$ cat src/common/rtfc_pkg.sv
// Package for the tag feature-control block: constants, states and carriers
package rtfc_pkg;
	// ****************************************
	// Feature word layout
	// ****************************************
	localparam int FW = 16;
	localparam int B_TAMP = 0;
	localparam int B_EXT = 1;
	localparam int B_INV = 4;
	localparam int B_TRN = 5;
	localparam int B_RAW = 6;
	localparam int B_MAXBS = 9;
	localparam int B_DOUT = 10;
	localparam int B_RCUT = 11;
	localparam int B_PEPC = 13;
	localparam int B_PTID = 14;
	localparam int B_PSF = 15;
	localparam logic [15:0] FW_RST = 16'h0200;
	localparam logic [15:0] TEMP_MASK = 16'h0070;
	localparam logic [15:0] PERM_MASK = 16'hEE00;
	localparam logic [11:0] FEAT_ADDR = 12'h200;
	// ****************************************
	// Command coding and CRC
	// ****************************************
	localparam logic [15:0] OPC_TOGGLE = 16'hE007;
	localparam logic [7:0] RFU_ZERO = 8'h00;
	localparam logic [15:0] CRC_PRESET = 16'hFFFF;
	localparam logic [15:0] CRC_POLY = 16'h1021;
	localparam int CMD_BITS = 56;
	localparam int RSP_BITS = 33;
	// ****************************************
	// Register map and timing
	// ****************************************
	localparam logic [5:0] REG_FEAT = 6'h00;
	localparam logic [5:0] REG_STAT = 6'h01;
	localparam logic [5:0] REG_CTRL = 6'h02;
	localparam logic [5:0] REG_PROG = 6'h03;
	localparam logic CTRL_RST = 1'b1;
	localparam logic [15:0] PROG_RST = 16'h0400;
	localparam int CLK_MHZ = 125;
	localparam int FIELD_PULSE_NS = 1000;
	localparam int FIELD_PULSE_CYC = (FIELD_PULSE_NS * CLK_MHZ) / 1000;
	// ****************************************
	// Types
	// ****************************************
	typedef enum logic [6:0] {
		TS_READY = 7'h01, TS_ARB = 7'h02, TS_REPLY = 7'h04, TS_ACK = 7'h08,
		TS_OPEN = 7'h10, TS_SECURED = 7'h20, TS_KILLED = 7'h40
	} rtfc_tag_st_t;
	typedef enum logic [2:0] {S_IDLE = 3'b001, S_PROG = 3'b010, S_RSP = 3'b100} rtfc_st_t;
	typedef struct packed {
		logic [15:0] opcode;
		logic [7:0] rfu;
		logic [15:0] data;
		logic [15:0] handle;
		logic [15:0] crc;
	} rtfc_cmd_t;
	typedef struct packed {
		logic ext_pre;
		logic hdr;
		logic [15:0] word;
		logic [15:0] handle;
		logic [15:0] crc;
	} rtfc_rsp_t;
endpackage

$ cat src/hdl/rtfc_core.sv
// Feature-control core of a passive UHF tag: toggle command, feature word and pad behaviour
//
// The implementer's own choices: the address map and the Wishbone register port.
`timescale 1ns/1ps
// Overview of operation
// [RULE1] Two backscatter levels, max by default
// [RULE2] Range-cut flag raises activation threshold
// [RULE3] Range-cut flag matchable by Select
// [RULE4] Tamper bit shows pad-link open or closed
// [RULE5] Field entry pulses the supply-sense pad
// [RULE6] Switch pad follows stored digital-output bit
// [RULE7] Digital-output bit kept nonvolatile
// [RULE8] Invert bit flips pad, not stored bit
// [RULE9] Transparent mode routes air data to pad
// [RULE10] Data form strips sync, toggles on edges
// [RULE11] Raw form passes demodulated signal through
// [RULE12] Supply-sense level mirrored in indicator bit
// [RULE13] External supply extends session flag persistence
// [RULE14] Command: opcode, RFU, masked toggles, handle, CRC
// [RULE15] Mask ones invert matching feature bits
// [RULE16] Reply: zero header, word, handle, CRC
// [RULE17] Ready/killed ignore; arbitrate states go arbitrate
// [RULE18] Open: reply unchanged word, stay open
// [RULE19] Secured: apply toggles, reply when done
// [RULE20] Zero password permits toggling without authentication
// [RULE21] Standard Write only with EPC unlocked
// [RULE22] Feature word bit layout at 200h
// [RULE23] Bad CRC, handle, sync or RFU ignored; code still moves arbitrate states to arbitrate on such commands
// [RULE24] Command CRC spans opcode through handle
// [RULE25] Successful reply uses extended preamble
// [RULE26] Power-on clears temporary bits only
module rtfc_core (
	input wire logic clk_i,
	input wire logic rst_i,
	input wire logic por_i,
	input wire logic [7:0] adr_i,
	input wire logic [31:0] dat_i,
	output logic [31:0] dat_o,
	input wire logic we_i,
	input wire logic [3:0] sel_i,
	input wire logic cyc_i,
	input wire logic stb_i,
	output logic ack_o,
	input wire logic cmd_vld_i,
	input wire rtfc_pkg::rtfc_cmd_t cmd_i,
	input wire logic fsync_i,
	input wire rtfc_pkg::rtfc_tag_st_t tag_st_i,
	input wire logic [15:0] handle_i,
	input wire logic [15:0] rn16_i,
	input wire logic pw_zero_i,
	input wire logic epc_locked_i,
	input wire logic wr_vld_i,
	input wire logic [11:0] wr_ptr_i,
	input wire logic [15:0] wr_data_i,
	output logic rsp_vld_o,
	output rtfc_pkg::rtfc_rsp_t rsp_o,
	output logic to_arb_o,
	input wire logic field_i,
	input wire logic demod_i,
	input wire logic env_sync_i,
	input wire logic loop_closed_i,
	input wire logic vdd_i,
	output logic vdd_o,
	output logic vdd_oe_o,
	output logic out_o,
	output logic bs_max_o,
	output logic sens_cut_o,
	output logic [15:0] sel_word_o,
	output logic s0_hold_o,
	output logic s23sl_inf_o
);
	import rtfc_pkg::*;

	// ****************************************
	// CRC helper
	// ****************************************
	function automatic logic [15:0] crc_calc(input logic [55:0] d, input int n);
		logic [15:0] c;
		logic fb;
		c = CRC_PRESET;
		for (int i = 0; i < CMD_BITS; i++) begin
			if (i < n) begin
				fb = c[15] ^ d[n - 1 - i];
				c = {c[14:0], 1'b0} ^ (fb ? CRC_POLY : 16'h0000);
			end
		end
		return ~c;
	endfunction

	// ****************************************
	// State
	// ****************************************
	rtfc_st_t st_r, st_nxt;
	logic [15:0] perm_r, temp_r, pend_r, feat_r, cnt_r, prog_r, handle_r;
	logic tamp_r, ext_r, zpw_r, field_q, demod_q, tgl_r;
	logic [7:0] pls_r;
	logic ack_r, rsp_vld_r, to_arb_r, out_r, vdd_oe_r;
	logic [31:0] dat_r;
	rtfc_rsp_t rsp_r;

	// ****************************************
	// Command decode
	// ****************************************
	wire [15:0] feat_w = (perm_r & PERM_MASK) | (temp_r & TEMP_MASK)
		| {14'h0000, ext_r, tamp_r}; // RULE22
	wire hit = cmd_vld_i && (cmd_i.opcode == OPC_TOGGLE); // RULE14
	wire [15:0] crc_exp = crc_calc({cmd_i.opcode, cmd_i.rfu, cmd_i.data, cmd_i.handle}, CMD_BITS); // RULE24
	wire crc_ok = (cmd_i.crc == crc_exp);
	wire cmd_ok = crc_ok && fsync_i && (cmd_i.rfu == RFU_ZERO) && (cmd_i.handle == handle_i); // RULE23
	wire in_idle = (st_r == S_IDLE);
	wire st_ign = (tag_st_i == TS_READY) || (tag_st_i == TS_KILLED); // RULE17
	wire st_arb = (tag_st_i == TS_ARB) || (tag_st_i == TS_REPLY) || (tag_st_i == TS_ACK); // RULE17
	wire st_open = (tag_st_i == TS_OPEN);
	wire st_sec = (tag_st_i == TS_SECURED);
	// Zero password: control bit picks between free toggling and report-only
	wire tog_zero = st_open || (pw_zero_i && !zpw_r); // RULE18 RULE20 RULE23
	// Indicator and RFU positions drop out of the mask
	wire [15:0] tog = tog_zero ? 16'h0000 : ((cmd_i.data ^ rn16_i) & (PERM_MASK | TEMP_MASK)); // RULE15
	wire take = hit && in_idle && cmd_ok && (st_open || st_sec);
	wire go_prog = take && st_sec && (tog != 16'h0000); // RULE19
	wire go_rsp = take && !go_prog; // RULE18 RULE19
	wire go_arb = hit && in_idle && st_arb; // RULE17
	wire commit = (st_r == S_PROG) && (cnt_r == 16'h0000);
	wire wr_ok = wr_vld_i && !epc_locked_i && (wr_ptr_i == FEAT_ADDR); // RULE21
	wire [15:0] new_w = feat_w ^ tog; // RULE15

	// ****************************************
	// Sequencer
	// ****************************************
	always_comb begin
		case (st_r)
			S_IDLE: st_nxt = go_prog ? S_PROG : (go_rsp ? S_RSP : S_IDLE);
			S_PROG: st_nxt = commit ? S_RSP : S_PROG;
			S_RSP: st_nxt = S_IDLE;
			default: st_nxt = S_IDLE;
		endcase
	end

	always_ff @(posedge clk_i) begin
		if (rst_i) begin
			st_r <= S_IDLE;
			cnt_r <= 16'h0000;
			pend_r <= FW_RST;
			handle_r <= 16'h0000;
		end else begin
			st_r <= st_nxt;
			if (go_prog) begin
				cnt_r <= prog_r;
				pend_r <= new_w;
			end else if (cnt_r != 16'h0000) begin
				cnt_r <= cnt_r - 16'h0001;
			end
			if (take) begin
				handle_r <= cmd_i.handle;
			end
		end
	end

	// ****************************************
	// Feature word storage
	// ****************************************
	// Permanent bits model the nonvolatile cells; only rst_i restores factory state
	always_ff @(posedge clk_i) begin
		if (rst_i) begin
			perm_r <= FW_RST & PERM_MASK;
		end else if (commit) begin
			perm_r <= pend_r & PERM_MASK; // RULE7 RULE19
		end else if (wr_ok) begin
			perm_r <= wr_data_i & PERM_MASK; // RULE21
		end
	end

	always_ff @(posedge clk_i) begin
		if (rst_i || por_i) begin
			temp_r <= 16'h0000; // RULE26
		end else if (commit) begin
			temp_r <= pend_r & TEMP_MASK;
		end else if (wr_ok) begin
			temp_r <= wr_data_i & TEMP_MASK;
		end
	end

	// ****************************************
	// Indicator bits and supply-sense pad
	// ****************************************
	// Pad level is not sampled while the field pulse drives it
	always_ff @(posedge clk_i) begin
		if (rst_i) begin
			tamp_r <= 1'b0;
			ext_r <= 1'b0;
			field_q <= 1'b0;
			pls_r <= 8'h00;
			vdd_oe_r <= 1'b0;
		end else begin
			tamp_r <= !loop_closed_i; // RULE4
			if (!vdd_oe_r) begin
				ext_r <= vdd_i; // RULE12
			end
			field_q <= field_i;
			if (field_i && !field_q) begin
				pls_r <= 8'(FIELD_PULSE_CYC); // RULE5
			end else if (pls_r != 8'h00) begin
				pls_r <= pls_r - 8'h01;
			end
			vdd_oe_r <= (field_i && !field_q) || (pls_r > 8'h01); // RULE5
		end
	end

	// ****************************************
	// Switch output pad
	// ****************************************
	wire trn = feat_r[B_TRN];
	wire rise = demod_i && !demod_q && !env_sync_i;
	wire out_stat = feat_r[B_DOUT] ^ feat_r[B_INV]; // RULE6 RULE8
	wire out_trn = feat_r[B_RAW] ? demod_i : tgl_r; // RULE10 RULE11

	always_ff @(posedge clk_i) begin
		if (rst_i) begin
			demod_q <= 1'b0;
			tgl_r <= 1'b0;
			out_r <= 1'b0;
			feat_r <= FW_RST;
		end else begin
			demod_q <= demod_i;
			if (!trn) begin
				tgl_r <= 1'b0;
			end else if (rise) begin
				tgl_r <= !tgl_r; // RULE10
			end
			out_r <= trn ? out_trn : out_stat; // RULE9
			feat_r <= feat_w; // RULE3 RULE4
		end
	end

	// ****************************************
	// Reply
	// ****************************************
	wire [15:0] rsp_word = feat_w;
	wire [15:0] rsp_crc = crc_calc({23'h000000, 1'b0, rsp_word, handle_r}, RSP_BITS); // RULE16

	always_ff @(posedge clk_i) begin
		if (rst_i) begin
			rsp_vld_r <= 1'b0;
			rsp_r <= '0;
			to_arb_r <= 1'b0;
		end else begin
			rsp_vld_r <= (st_r == S_RSP);
			to_arb_r <= go_arb; // RULE17
			if (st_r == S_RSP) begin
				rsp_r.ext_pre <= 1'b1; // RULE25
				rsp_r.hdr <= 1'b0; // RULE16
				rsp_r.word <= rsp_word;
				rsp_r.handle <= handle_r;
				rsp_r.crc <= rsp_crc;
			end
		end
	end

	// ****************************************
	// Wishbone slave
	// ****************************************
	wire req = cyc_i && stb_i && !ack_r;
	wire [5:0] ridx = adr_i[7:2];
	wire [31:0] rd_w = (ridx == REG_FEAT) ? {16'h0000, feat_r} :
		(ridx == REG_STAT) ? {24'h000000, 2'b00, tgl_r, vdd_oe_r, field_q, st_r} :
		(ridx == REG_CTRL) ? {31'h00000000, zpw_r} :
		(ridx == REG_PROG) ? {16'h0000, prog_r} : 32'h00000000;
	// Writes land on the acknowledged edge, while the master still holds the request
	wire wr_edge = cyc_i && stb_i && we_i && ack_r;
	wire wr_ctrl = wr_edge && (ridx == REG_CTRL) && sel_i[0];
	wire wr_prog = wr_edge && (ridx == REG_PROG);

	always_ff @(posedge clk_i) begin
		if (rst_i) begin
			ack_r <= 1'b0;
			dat_r <= 32'h00000000;
			zpw_r <= CTRL_RST;
			prog_r <= PROG_RST;
		end else begin
			ack_r <= req;
			if (req && !we_i) begin
				dat_r <= rd_w;
			end
			if (wr_ctrl) begin
				zpw_r <= dat_i[0];
			end
			if (wr_prog && sel_i[0]) begin
				prog_r[7:0] <= dat_i[7:0];
			end
			if (wr_prog && sel_i[1]) begin
				prog_r[15:8] <= dat_i[15:8];
			end
		end
	end

	// ****************************************
	// Output drive
	// ****************************************
	assign dat_o = dat_r;
	assign ack_o = ack_r;
	assign rsp_vld_o = rsp_vld_r;
	assign rsp_o = rsp_r;
	assign to_arb_o = to_arb_r;
	assign vdd_o = vdd_oe_r;
	assign vdd_oe_o = vdd_oe_r;
	assign out_o = out_r;
	assign bs_max_o = feat_r[B_MAXBS]; // RULE1
	assign sens_cut_o = feat_r[B_RCUT]; // RULE2
	assign sel_word_o = feat_r; // RULE3
	assign s0_hold_o = feat_r[B_EXT]; // RULE13
	assign s23sl_inf_o = feat_r[B_EXT]; // RULE13
endmodule

$ cat config.mk
export PLATFORM = sky130hd
export DESIGN_NAME = rtfc_core
export DESIGN_NICKNAME = d
export VERILOG_FILES = /design/src/common/rtfc_pkg.sv /design/src/hdl/rtfc_core.sv
export SDC_FILE = /design/constraint.sdc
export NUM_CORES = 1
export LEC_CHECK = 0
export BUFFER_PORTS_ARGS = -buffer_cell sky130_fd_sc_hd__buf_2
export CAP_MARGIN = 20
export CORE_UTILIZATION = 53
export CTS_CLUSTER_SIZE = 25
export DETAILED_ROUTE_END_ITERATION = 16
export PLACE_DENSITY = 0.92
export SYNTH_ARGS = -nofsm -noshare
export SYNTH_HDL_FRONTEND = slang
export SYNTH_SLANG_ARGS = --single-unit
export TNS_END_PERCENT = 20
$ cat constraint.sdc
create_clock -name clk_i -period 5.25 [get_ports clk_i]
set_input_delay 0.525 -clock clk_i [delete_from_list [all_inputs] [get_ports clk_i]]
set_output_delay 0.525 -clock clk_i [all_outputs]
set_load 0.005 [all_outputs]
# Word level (Yosys, flattened, before mapping)
# Cells that the tools add are included.
# totals
ff_bits	192
elab_cells	389
# classes
add_sub_neg	2
order_cmp	1
n_eq_ne	15
mux	107
bitwise_logic	182
reduce_logical	55
# ops
cell	n
$xor 16x13->16	86
$mux 13	88
$mux 16	9
$xor 1x1->1	87
$eq 16x16->1	2
$not 16->16	2
$reduce_bool 16->1	2
$xor 16x16->16	2
$logic_and 1x1->1	28
$mux 7	4
$eq 16x16->1 const B	1
$logic_not 16->1	1
$or 16x2->16	1
$or 16x7->16	1
$sub 16x1->16 const B	1
$not 12->15	1
$not 11->13	1
$eq 12x10->1 const B	1
$eq 6x2->1 const B	2
$logic_not 1->1	10
$mux 3	3
$gt 8x1->1 const B	1
$logic_not 8->1	1
$reduce_bool 8->1	1
other kinds (17)	26

# Logic depth before layout (Yosys ltp)
# Gate-level depths: netlist (run 1).
# depth
ltp_word	181
depth_mapped	15
depth_no_buf	12

# Worst setup path before layout (run 1)
# No wires, ideal clock.
# synth_timing
path_type	in2reg
from	input cmd_i[71] in the netlist's numbering
to	register cnt_r[10]
setup_time_ns	0.129
arrival_ns	4.595
required_ns	5.121
slack_ns	0.527
cell_stages	15
path_cell_list	buf_2 -> xnor3_1 -> xor3_2 -> xnor2_2 -> xnor3_2 -> xnor3_1 -> xnor2_2 -> xnor3_1 -> a2111oi_0 -> nor2_1 -> or4_1 -> buf_4 -> buf_6 -> mux2i_1 -> nor2_1
# synth_via
elab_chain_len	93
# synth_lines
element	line	text
start, declared	rtfc_core.sv:45	input wire rtfc_pkg::rtfc_cmd_t cmd_i,
$mux 13	rtfc_core.sv:84	c = {c[14:0], 1'b0} ^ (fb ? CRC_POLY : 16'h0000);
$not 12->15 (no line)	--	
$xor 16x13->16 (3 in series)	rtfc_core.sv:84	
$xor 1x1->1	rtfc_core.sv:83	fb = c[15] ^ d[n - 1 - i];
$mux 13	rtfc_core.sv:84	
$xor 16x13->16 (4 in series)	rtfc_core.sv:84	
$xor 1x1->1	rtfc_core.sv:83	
$mux 13	rtfc_core.sv:84	
[65 not listed]	--	
$mux 13	rtfc_core.sv:84	
$xor 16x13->16 (4 in series)	rtfc_core.sv:84	
$not 16->16	rtfc_core.sv:87	return ~c;
$eq 16x16->1	rtfc_core.sv:108	wire crc_ok = (cmd_i.crc == crc_exp);
$logic_and 1x1->1 (3 in series)	rtfc_core.sv:109	wire cmd_ok = crc_ok && fsync_i && (cmd_i.rfu == RFU_ZERO) && (cmd_i.handle == handle_i);
$logic_and 1x1->1 * (2 in series)	rtfc_core.sv:119	wire take = hit && in_idle && cmd_ok && (st_open || st_sec);
$logic_and 1x1->1 * (2 in series)	rtfc_core.sv:120	wire go_prog = take && st_sec && (tog != 16'h0000);
$mux 16 / $reduce_bool 2->1 (equally long branches)	--	
end signal, assigned	rtfc_core.sv:148	cnt_r <= prog_r;
end signal, assigned	rtfc_core.sv:151	cnt_r <= cnt_r - 16'h0001;
end, declared	rtfc_core.sv:94	logic [15:0] perm_r, temp_r, pend_r, feat_r, cnt_r, prog_r, handle_r;
# Mark *: on every way between the ends. The rest lies on a longest branch, timed or not.
# A chain may end at the register's enable or synchronous reset.

# Worst setup path in the final report (run 1)
# layout_timing
from	input cmd_i[67] in the netlist's numbering
to	register cnt_r[14]
# layout_via
elab_chain_len	88
# layout_lines
element	line
$xor 1x1->1	rtfc_core.sv:83
$mux 13	rtfc_core.sv:84
$xor 16x13->16 (4 in series)	rtfc_core.sv:84
$xor 1x1->1	rtfc_core.sv:83
$mux 13	rtfc_core.sv:84
$xor 16x13->16 (4 in series)	rtfc_core.sv:84
$xor 1x1->1	rtfc_core.sv:83
$mux 13	rtfc_core.sv:84
[59 not listed]	--
$mux 13	rtfc_core.sv:84
$xor 16x13->16 (4 in series)	rtfc_core.sv:84
$not 16->16	rtfc_core.sv:87
$eq 16x16->1	rtfc_core.sv:108
$logic_and 1x1->1 (3 in series)	rtfc_core.sv:109
$logic_and 1x1->1 * (2 in series)	rtfc_core.sv:119
$logic_and 1x1->1 * (2 in series)	rtfc_core.sv:120
$mux 16 / $reduce_bool 2->1 (equally long branches)	--
# Marked as above.

==> results of run 1 <==
[routing by layer]
metal | vias up | wire length [um]
met4 | 0 | 833
met1 | 3821 | 10290
met5 | - | 0
li1 | 3966 | -
met2 | 366 | 13470
met3 | 69 | 1782
[path summary, 6_finish.rpt]
| path | slack [ns] | startpoint | endpoint |
|---|---|---|---|
| max | 0.45 | cmd_i[67] | cnt_r[14] |
| max reg2reg | 1.47 | st_r[0] | cnt_r[14] |
| min reg2reg | 0.45 | rsp_o[22] | rsp_o[22] |
| min | 0.26 | loop_closed_i | tamp_r |
[state kept, by name, summed over array words and instances, names as in the netlist, 6 cells and up]
name        flops
perm_r          6
pls_r           8
cnt_r          16
handle_r       16
rsp_o          44
pend_r          9
sel_word_o     11
prog_r         16
dat_o          16
[power by group through the flow]
| stage | clock [W] | sequential [W] | combinational (W) |
|---|---|---|---|
| floorplan | 0 | 0.00131 | 0.00381 |
| finish | 0.00131 | 0.00129 | 0.00456 |
| CTS | 0.00132 | 0.00129 | 0.00453 |
| global placement | 0 | 0.00132 | 0.00437 |
| global route | 0.00138 | 0.00130 | 0.00489 |
| detailed placement | 0 | 0.00132 | 0.00451 |
[cells in the final DEF, fill, tap and decap left out, types with 7 or more instances in the layout]
master	Yosys	layout
sky130_fd_sc_hd__nor2b_1	18	18
sky130_fd_sc_hd__a221oi_1	8	8
sky130_fd_sc_hd__mux2i_1	70	70
sky130_fd_sc_hd__buf_4	36	12
sky130_fd_sc_hd__nand3_1	8	8
sky130_fd_sc_hd__xnor2_1	160	160
sky130_fd_sc_hd__xor3_1	9	9
sky130_fd_sc_hd__buf_2	6	245
sky130_fd_sc_hd__nor2_1	118	118
sky130_fd_sc_hd__dfxtp_1	159	159
sky130_fd_sc_hd__a21oi_1	54	54
sky130_fd_sc_hd__inv_6	0	7
sky130_fd_sc_hd__a211oi_1	13	13
sky130_fd_sc_hd__nor4_1	14	13
sky130_fd_sc_hd__xor2_1	70	70
sky130_fd_sc_hd__xnor3_1	41	41
sky130_fd_sc_hd__conb_1	1	27
sky130_fd_sc_hd__clkbuf_16	0	17
sky130_fd_sc_hd__nand2_1	97	97
sky130_fd_sc_hd__nor3_1	29	29
sky130_fd_sc_hd__inv_1	8	8
[cell type report]
type | count | area, um2 | share of cell area, %
multi-input combinational | 834 | 6530 | 54.44
sequential | 159 | 3183 | 26.54
timing repair buffer | 258 | 1336 | 11.14
clock buffer | 17 | 425.4 | 3.547
tap | 234 | 292.8 | 2.441
clock inverter | 15 | 196.4 | 1.638
inverter | 8 | 30.03 | 0.2504
[cell families after synthesis]
kind of cell	after synthesis	share of synthesized area (%)
AND/OR/NAND/NOR	330	14.96
XOR/XNOR	293	33.75
flip-flops	159	31.35
AO/OA/AOI/OAI	105	6.568
buffers and inverters	103	5.360
multiplexers	76	7.603
adder cells (fa/ha/maj)	3	0.3697
other	1	0.03693
[metrics by stage]
step	hold WS, ns	utilization [%]	instances
after global routing	0.2535	63.91	1525
final	0.2558	63.91	1525
after global placement	0.4370	60.57	1492
after detailed placement	0.4415	60.57	1492
after floorplan	0.4433	-	1096
after CTS	0.2434	63.88	1524
[worst register-to-register path: stages, from the launching register on]
cell	delay [ns]
sky130_fd_sc_hd__dfxtp_1	0.42
sky130_fd_sc_hd__or4b_2	0.66
sky130_fd_sc_hd__nor4_1	0.66
sky130_fd_sc_hd__nand4_1	0.16
sky130_fd_sc_hd__nor4_1	0.35
sky130_fd_sc_hd__o2111ai_1	0.24
sky130_fd_sc_hd__or4_1	0.62
sky130_fd_sc_hd__buf_12	0.21
sky130_fd_sc_hd__mux2_4	0.33
sky130_fd_sc_hd__nor2_2	0.07
==> impl_summary.txt, run 1 <==
----------------------------------------------------
[Status]
  Run status ... finished clean

[Setup path]
  Worst path buffer plus inverter count ... 2
  Top fanout value on the critical path ... 26
  Worst reg2reg path depth ... 9
  Data arrival time of the worst path ... 5.17 ns
  CP Depth ... 14
  Worst path top cell family by delay ... XOR/XNOR gates
  Worst path most repeated cell ... sky130_fd_sc_hd__xnor3_1
  Endpoint class of the critical path ... flop
  Setup Crit Path Kind ... primary input to flop
  Longest individual stage delay on the worst path ... 0.52 ns
  Crit path required time ... 5.62 ns
  Critical Path Source Type ... primary input
  Chain of cells forming the critical path ... buf_2, xnor3_1, xor3_2, xnor2_2, xnor3_2, xnor3_1, xnor2_2, xnor3_1, a2111oi_0, nor2_1, or4_1, buf_12, mux2_4, nor2_2
  Critical-path cell with the highest stage delay ... sky130_fd_sc_hd__xnor3_2

[Global route]
  Grt peak-use layer ... met2
  Grt total ovfl ... 0
  Met2 global-route usage ... 49.03%
  Antenna violations before repair ... 0
  Wire length of the first global-routing pass ... 41680 um
  Met3 demand-to-capacity share in global routing ... 5.026%
  Vias in the first global route ... 8107
  Global-route usage over all layers ... 27.30%
  Maximum number of pins on one net before global-route repair ... 65
  GRT met1 Usage ... 31.96%

[Synth]
  Synth top area share ... 31.35%
  Share of flip-flops with an asynchronous set or reset after synthesis ... 0%
  Commonest cells in the netlist ... 160 x sky130_fd_sc_hd__xnor2_1, 159 x sky130_fd_sc_hd__dfxtp_1, 118 x sky130_fd_sc_hd__nor2_1
  Most frequently used cell type in the post-synthesis netlist ... sky130_fd_sc_hd__xnor2_1
  Prevailing post-synth register cell ... sky130_fd_sc_hd__dfxtp_1
  Count of flip-flops with a built-in enable after synthesis ... 0
  Number of unique standard cell types used by synthesis ... 61
  Register bit total from synthesis ... 159
  Cell area after synthesis ... 10150 um2
  Synthesis Warnings ... 0
  Sequential element share of the synthesized area ... 31.35%
  Avg Cell Area, Syn ... 9.489 um2
  Biggest area consumer among synthesized cells ... sky130_fd_sc_hd__dfxtp_1
  Post-synthesis instance total ... 1070
  Leading post-synthesis cells by cell area ... sky130_fd_sc_hd__dfxtp_1 31%, sky130_fd_sc_hd__xnor2_1 14%, sky130_fd_sc_hd__xnor3_1 9.1%

[Clock tree]
  Clock buffer count from CTS ... 17
  CTS tree ... yes
  Hold Buf Count CTS ... 0
  Clock sink total ... 159
  H-tree level count ... 4
  Post-CTS repair timing setup buffer count ... 0
  Clock edge transition at the registers on the reported setup and hold paths ... 0.07 ns
  Root buf cell ... sky130_fd_sc_hd__clkbuf_16
  Cells resized by post-CTS repair ... 0
  Clock Path Buffers ... 2
  Clock latency of the later-clocked register in the worst-skew pair ... 0.43 ns

[Pwr]
  Final Power ... 0.007162 W
  Leakage power summed over all cells ... 5.523 nW
  Max VDD drop ... 0.9707 mV
  P_sw ... 0.002604 W
  Clock share of power ... 18.3%
  Internal power of the cells ... 0.004558 W
  Fraction of power spent switching nets ... 36.36%
  Share of total power in sequential cells ... 18.1%
  Power per Cell Area ... 597.2 nW/um2
  Share of power burned in combinational logic ... 63.6%

[Placement]
  Pre-CTS WS ... 0.05073 ns
  Post-DP HPWL ... 20220 um
  Final Wtd Congestion ... 0.9559
  Dpl cell area ... 11370 um2
  IO buf count ... 245

[Cells and area]
  Final net count ... 1480
  Area overhead of the layout relative to synthesis ... 18.13%
  Antenna Cells ... 0
  FILL cells ... 1423
  Fraction of layout cells with a size suffix above 1 ... 24.40%
  Summed area of non-filler cells in the final layout ... 11990 um2

[Floorplan]
  Die H ... 140.4 um
  DIE AREA ... 19720 um2
  # IOs ... 307
  Placeable core region ... 18770 um2
  Standard-cell row count ... 50
  Initial Utilization ... 54.10%
  Width of the chip ... 140.4 um

[Flow run]
  Max Cap Viol ... 0

[STA]
  Worst Slack Setup Final ... 0.4500 ns
  Final hold violation count ... 0
  Relative slew slack ... 34.91%
  Final Setup Violations ... 0
  Highest achievable clock rate ... 208.3 MHz
  Slew at the pin closest to its max-slew limit ... 0.9688 ns
  Final critical delay including setup and external delays ... 4.800 ns
  Final total negative setup slack ... 0 ns
  RSZ-0062 raised after global routing ... no
  Clk_skew ... 0.008189 ns
  Fin. max-slew vios ... 0
  Part of the cycle the worst path needs ... 91.43%

[Route]
  Via-to-Cell Ratio ... 5.391
  Antenna-violating nets left ... 0
  Routed length per instance ... 17.30 um
  Total via count in the routed design ... 8222
  Count of TritonRoute iterations in the first routing pass ... 5
  Final routed DRC violation total ... 0
  Final wirelength ... 26380 um
  DR iter-0 viols ... 441

[Worst hold path]
  Hold depth ... 2
  Worst hold path class ... primary input to flop

----------------------------------------------------
Note: power is estimated with default switching activity, not from simulation.
==> inputs of run 2 (changes only) <==
--- a/config.mk
+++ b/config.mk
@@ -7,10 +7,10 @@
 export LEC_CHECK = 0
 export BUFFER_PORTS_ARGS = -buffer_cell sky130_fd_sc_hd__buf_2
 export CAP_MARGIN = 20
-export CORE_UTILIZATION = 53
+export CORE_UTILIZATION = 57
 export CTS_CLUSTER_SIZE = 25
 export DETAILED_ROUTE_END_ITERATION = 16
-export PLACE_DENSITY = 0.92
+export PLACE_DENSITY = 0.95
 export SYNTH_ARGS = -nofsm -noshare
 export SYNTH_HDL_FRONTEND = slang
 export SYNTH_SLANG_ARGS = --single-unit
==> constraint.sdc (replaced) <==
create_clock -name clk_i -period 6.05 [get_ports clk_i]
set_input_delay 0.605 -clock clk_i [delete_from_list [all_inputs] [get_ports clk_i]]
set_output_delay 0.605 -clock clk_i [all_outputs]
set_load 0.005 [all_outputs]
==> run 2 against run 1 <==
Non-clock buffer count shrank 5; via count grew 1.0%; wire length grew 1.9%; clock power shrank 14%; combinational power shrank 13%; count of clock-buffer cells in the layout grew 4; clock skew grew 0.0033 ns; sequential share of layout area grew 0.13 points; cell count shrank 0.92%; register-to-register slack gained 0.57 ns; final area shrank 0.47%; first-iteration DRC count grew 1.1%; critical endpoint unchanged; largest power group unchanged; highest routed layer unchanged.
==> impl_summary.txt, run 2 (synthesis gave the netlist of run 1 again) <==
----------------------------------------------------
[Worst hold path]
  Worst hold path class ... primary input to flop (unchanged)

[Pwr]
  Max VDD drop ... 0.7582 mV (was 0.9707 mV)
  Clock share of power ... 18.1% (was 18.3%)
  Power per Cell Area ... 521.4 nW/um2 (was 597.2 nW/um2)
  Share of total power in sequential cells ... 18.1% (about the same)
  Internal power of the cells ... 0.003968 W (was 0.004558 W)
  Fraction of power spent switching nets ... 36.26% (was 36.36%)
  Share of power burned in combinational logic ... 63.8% (was 63.6%)
  P_sw ... 0.002257 W (was 0.002604 W)
  Leakage power summed over all cells ... 5.485 nW (was 5.523 nW)

[Route]
  Via-to-Cell Ratio ... 5.498 (was 5.391)
  Count of TritonRoute iterations in the first routing pass ... 5 (unchanged)
  Antenna-violating nets left ... 0 (unchanged)
  Final wirelength ... 26890 um (was 26380 um)
  Routed length per instance ... 17.80 um (was 17.30 um)
  Total via count in the routed design ... 8307 (was 8222)
  Final routed DRC violation total ... 0 (unchanged)
  DR iter-0 viols ... 446 (was 441)

[Cells and area]
  Antenna Cells ... 0 (unchanged)
  Most common cell after layout, fill and taps aside ... sky130_fd_sc_hd__buf_2 (unchanged)
  Fraction of layout cells with a size suffix above 1 ... 24.03% (was 24.40%)
  Final core utilization ... 68.78% (was 63.91%)
  Leading cell types in the layout, fill and taps excluded ... 244 x sky130_fd_sc_hd__buf_2, 160 x sky130_fd_sc_hd__xnor2_1, 159 x sky130_fd_sc_hd__dfxtp_1, 118 x sky130_fd_sc_hd__nor2_1, 97 x sky130_fd_sc_hd__nand2_1 (was 245 x sky130_fd_sc_hd__buf_2, 160 x sky130_fd_sc_hd__xnor2_1, 159 x sky130_fd_sc_hd__dfxtp_1, 118 x sky130_fd_sc_hd__nor2_1, 97 x sky130_fd_sc_hd__nand2_1)
  Area overhead of the layout relative to synthesis ... 17.57% (was 18.13%)
  Number of flip-flops in the largest register ... 44 (unchanged)
  Final net count ... 1475 (was 1480)

[Clock tree]
  Root buf cell ... sky130_fd_sc_hd__clkbuf_16 (unchanged)
  Clock sink total ... 159 (unchanged)
  Clock buffer count from CTS ... 17 (unchanged)
  Clock Path Buffers ... 2 (unchanged)
  Clock edge transition at the registers on the reported setup and hold paths ... 0.07 ns (about the same)
  Hold Buf Count CTS ... 0 (unchanged)
  Clock latency of the later-clocked register in the worst-skew pair ... 0.43 ns (about the same)
  Cells resized by post-CTS repair ... 0 (unchanged)
  Post-CTS repair timing setup buffer count ... 0 (unchanged)
  H-tree level count ... 4 (unchanged)
  CTS tree ... yes (unchanged)

[Placement]
  Final Wtd Congestion ... 0.9440 (was 0.9559)
  Post-DP HPWL ... 20160 um (was 20220 um)
  IO buf count ... 245 (unchanged)

[Global route]
  Vias in the first global route ... 8340 (was 8107)
  Grt peak-use layer ... met2 (unchanged)
  Grt total ovfl ... 0 (unchanged)
  Maximum number of pins on one net before global-route repair ... 88 (was 65)
  Met3 demand-to-capacity share in global routing ... 6.248% (was 5.026%)
  Antenna violations before repair ... 0 (unchanged)
  Wire length of the first global-routing pass ... 41700 um (was 41680 um)
  Met2 global-route usage ... 53.93% (was 49.03%)
  Global-route usage over all layers ... 29.86% (was 27.30%)
  GRT met1 Usage ... 33.54% (was 31.96%)

[STA]
  Final critical delay including setup and external delays ... 5.011 ns
  Final Setup Violations ... 0 (unchanged)
  RSZ-0062 raised after global routing ... no (unchanged)
  Clk_skew ... 0.01151 ns (was 0.008189 ns)
  Highest achievable clock rate ... 199.6 MHz
  Slew at the pin closest to its max-slew limit ... 0.9430 ns (was 0.9688 ns)
  Fin. max-slew vios ... 0 (unchanged)
  Relative slew slack ... 36.65% (was 34.91%)
  Part of the cycle the worst path needs ... 82.83%
  Final total negative setup slack ... 0 ns (unchanged)
  Final hold violation count ... 0 (unchanged)

[Setup path]
  Crit path required time ... 6.41 ns (was 5.62 ns)
  Setup Crit Path Kind ... primary input to flop (unchanged)
  Critical Path Source Type ... primary input (unchanged)
  Data arrival time of the worst path ... 5.37 ns (was 5.17 ns)
  Top fanout value on the critical path ... 26 (unchanged)
  Endpoint class of the critical path ... flop (unchanged)

[Floorplan]
  DIE AREA ... 18350 um2 (was 19720 um2)
  Standard-cell row count ... 48 (was 50)
  Placeable core region ... 17360 um2 (was 18770 um2)
  Die H ... 135.5 um (was 140.4 um)
  Initial Utilization ... 58.50% (was 54.10%)
  # IOs ... 307 (unchanged)
  Width of the chip ... 135.5 um (was 140.4 um)

[Flow run]
  Max Cap Viol ... 0 (unchanged)

[Status]
  Run status ... finished clean (unchanged)

----------------------------------------------------
run 2: changes by cell type in the layout (fill, tap and decap cells not counted):
| cell | before | now |
|---|---|---|
| sky130_fd_sc_hd__clkinv_4 | 2 | 3 |
| sky130_fd_sc_hd__buf_2 | 245 | 244 |
| sky130_fd_sc_hd__buf_4 | 12 | 9 |
| sky130_fd_sc_hd__inv_6 | 7 | 2 |
| sky130_fd_sc_hd__clkbuf_8 | 0 | 3 |
| sky130_fd_sc_hd__clkinvlp_4 | 0 | 2 |
| sky130_fd_sc_hd__clkbuf_1 | 0 | 1 |
| sky130_fd_sc_hd__buf_12 | 1 | 0 |
| sky130_fd_sc_hd__inv_8 | 2 | 0 |
run 2: layout make-up:
cell class                      count  area (um2)
Sequential cell                   159        3183
Fill cell                        1286        5419
Timing Repair Buffer              253        1289
Inverter                            8       30.03
Multi-Input combinational cell    834        6530
Clock buffer                       21       470.5
Tap cell                          225       281.5
Clock inverter                     11       153.9
run 2: path summary, 6_finish.rpt:
check	from	end	slack, ns	cells after the start
setup / recovery	cmd_i[66]	cnt_r[14]	1.04	14
hold / removal	loop_closed_i	tamp_r	0.35	2
setup reg to reg	st_r[1]	cnt_r[14]	2.04	9
hold reg to reg	rsp_o[7]	rsp_o[7]	0.45	2
run 2: critical path, cell delays in order:
cell,delay [ns]
sky130_fd_sc_hd__buf_2,0.20
sky130_fd_sc_hd__xor3_1,0.57
sky130_fd_sc_hd__xnor2_1,0.49
sky130_fd_sc_hd__xor3_2,0.45
sky130_fd_sc_hd__xnor2_2,0.23
sky130_fd_sc_hd__xor3_2,0.51
sky130_fd_sc_hd__xnor3_1,0.42
sky130_fd_sc_hd__or2_0,0.23
sky130_fd_sc_hd__mux2i_1,0.16
sky130_fd_sc_hd__o2111ai_1,0.21
sky130_fd_sc_hd__or4_1,0.58
sky130_fd_sc_hd__buf_4,0.30
sky130_fd_sc_hd__mux2_4,0.35
sky130_fd_sc_hd__nor2_2,0.07
run 2: power by group through the flow:
stage,Sequential [W],Combinational (W),Clock [W]
2_1_floorplan,0.00114,0.00330,0
3_3_place_gp,0.00114,0.00377,0
3_5_place_dp,0.00115,0.00392,0
4_1_cts,0.00112,0.00394,0.00114
5_1_grt,0.00113,0.00422,0.00118
6_report,0.00112,0.00397,0.00113
run 2: layer usage:
layer	vias up	wire, um
met2	388	13690
met1	3881	10520
met4	0	859
met5	-	0
met3	78	1818
li1	3960	-
run 2: metrics by stage:
step	power [W]	hold slack, ns	area (um2)	std cells	setup slack [ns]
2_1_floorplan	0.004442	0.4433	10250	1096	1.247
3_3_place_gp	0.004915	0.4355	11310	1479	0.8223
3_5_place_dp	0.005067	0.4444	11310	1479	0.6937
4_1_cts	0.006207	0.3275	11940	1511	1.124
5_1_grt	0.006534	0.3392	11940	1511	0.9195
6_report	0.006225	0.3546	11940	1511	1.039
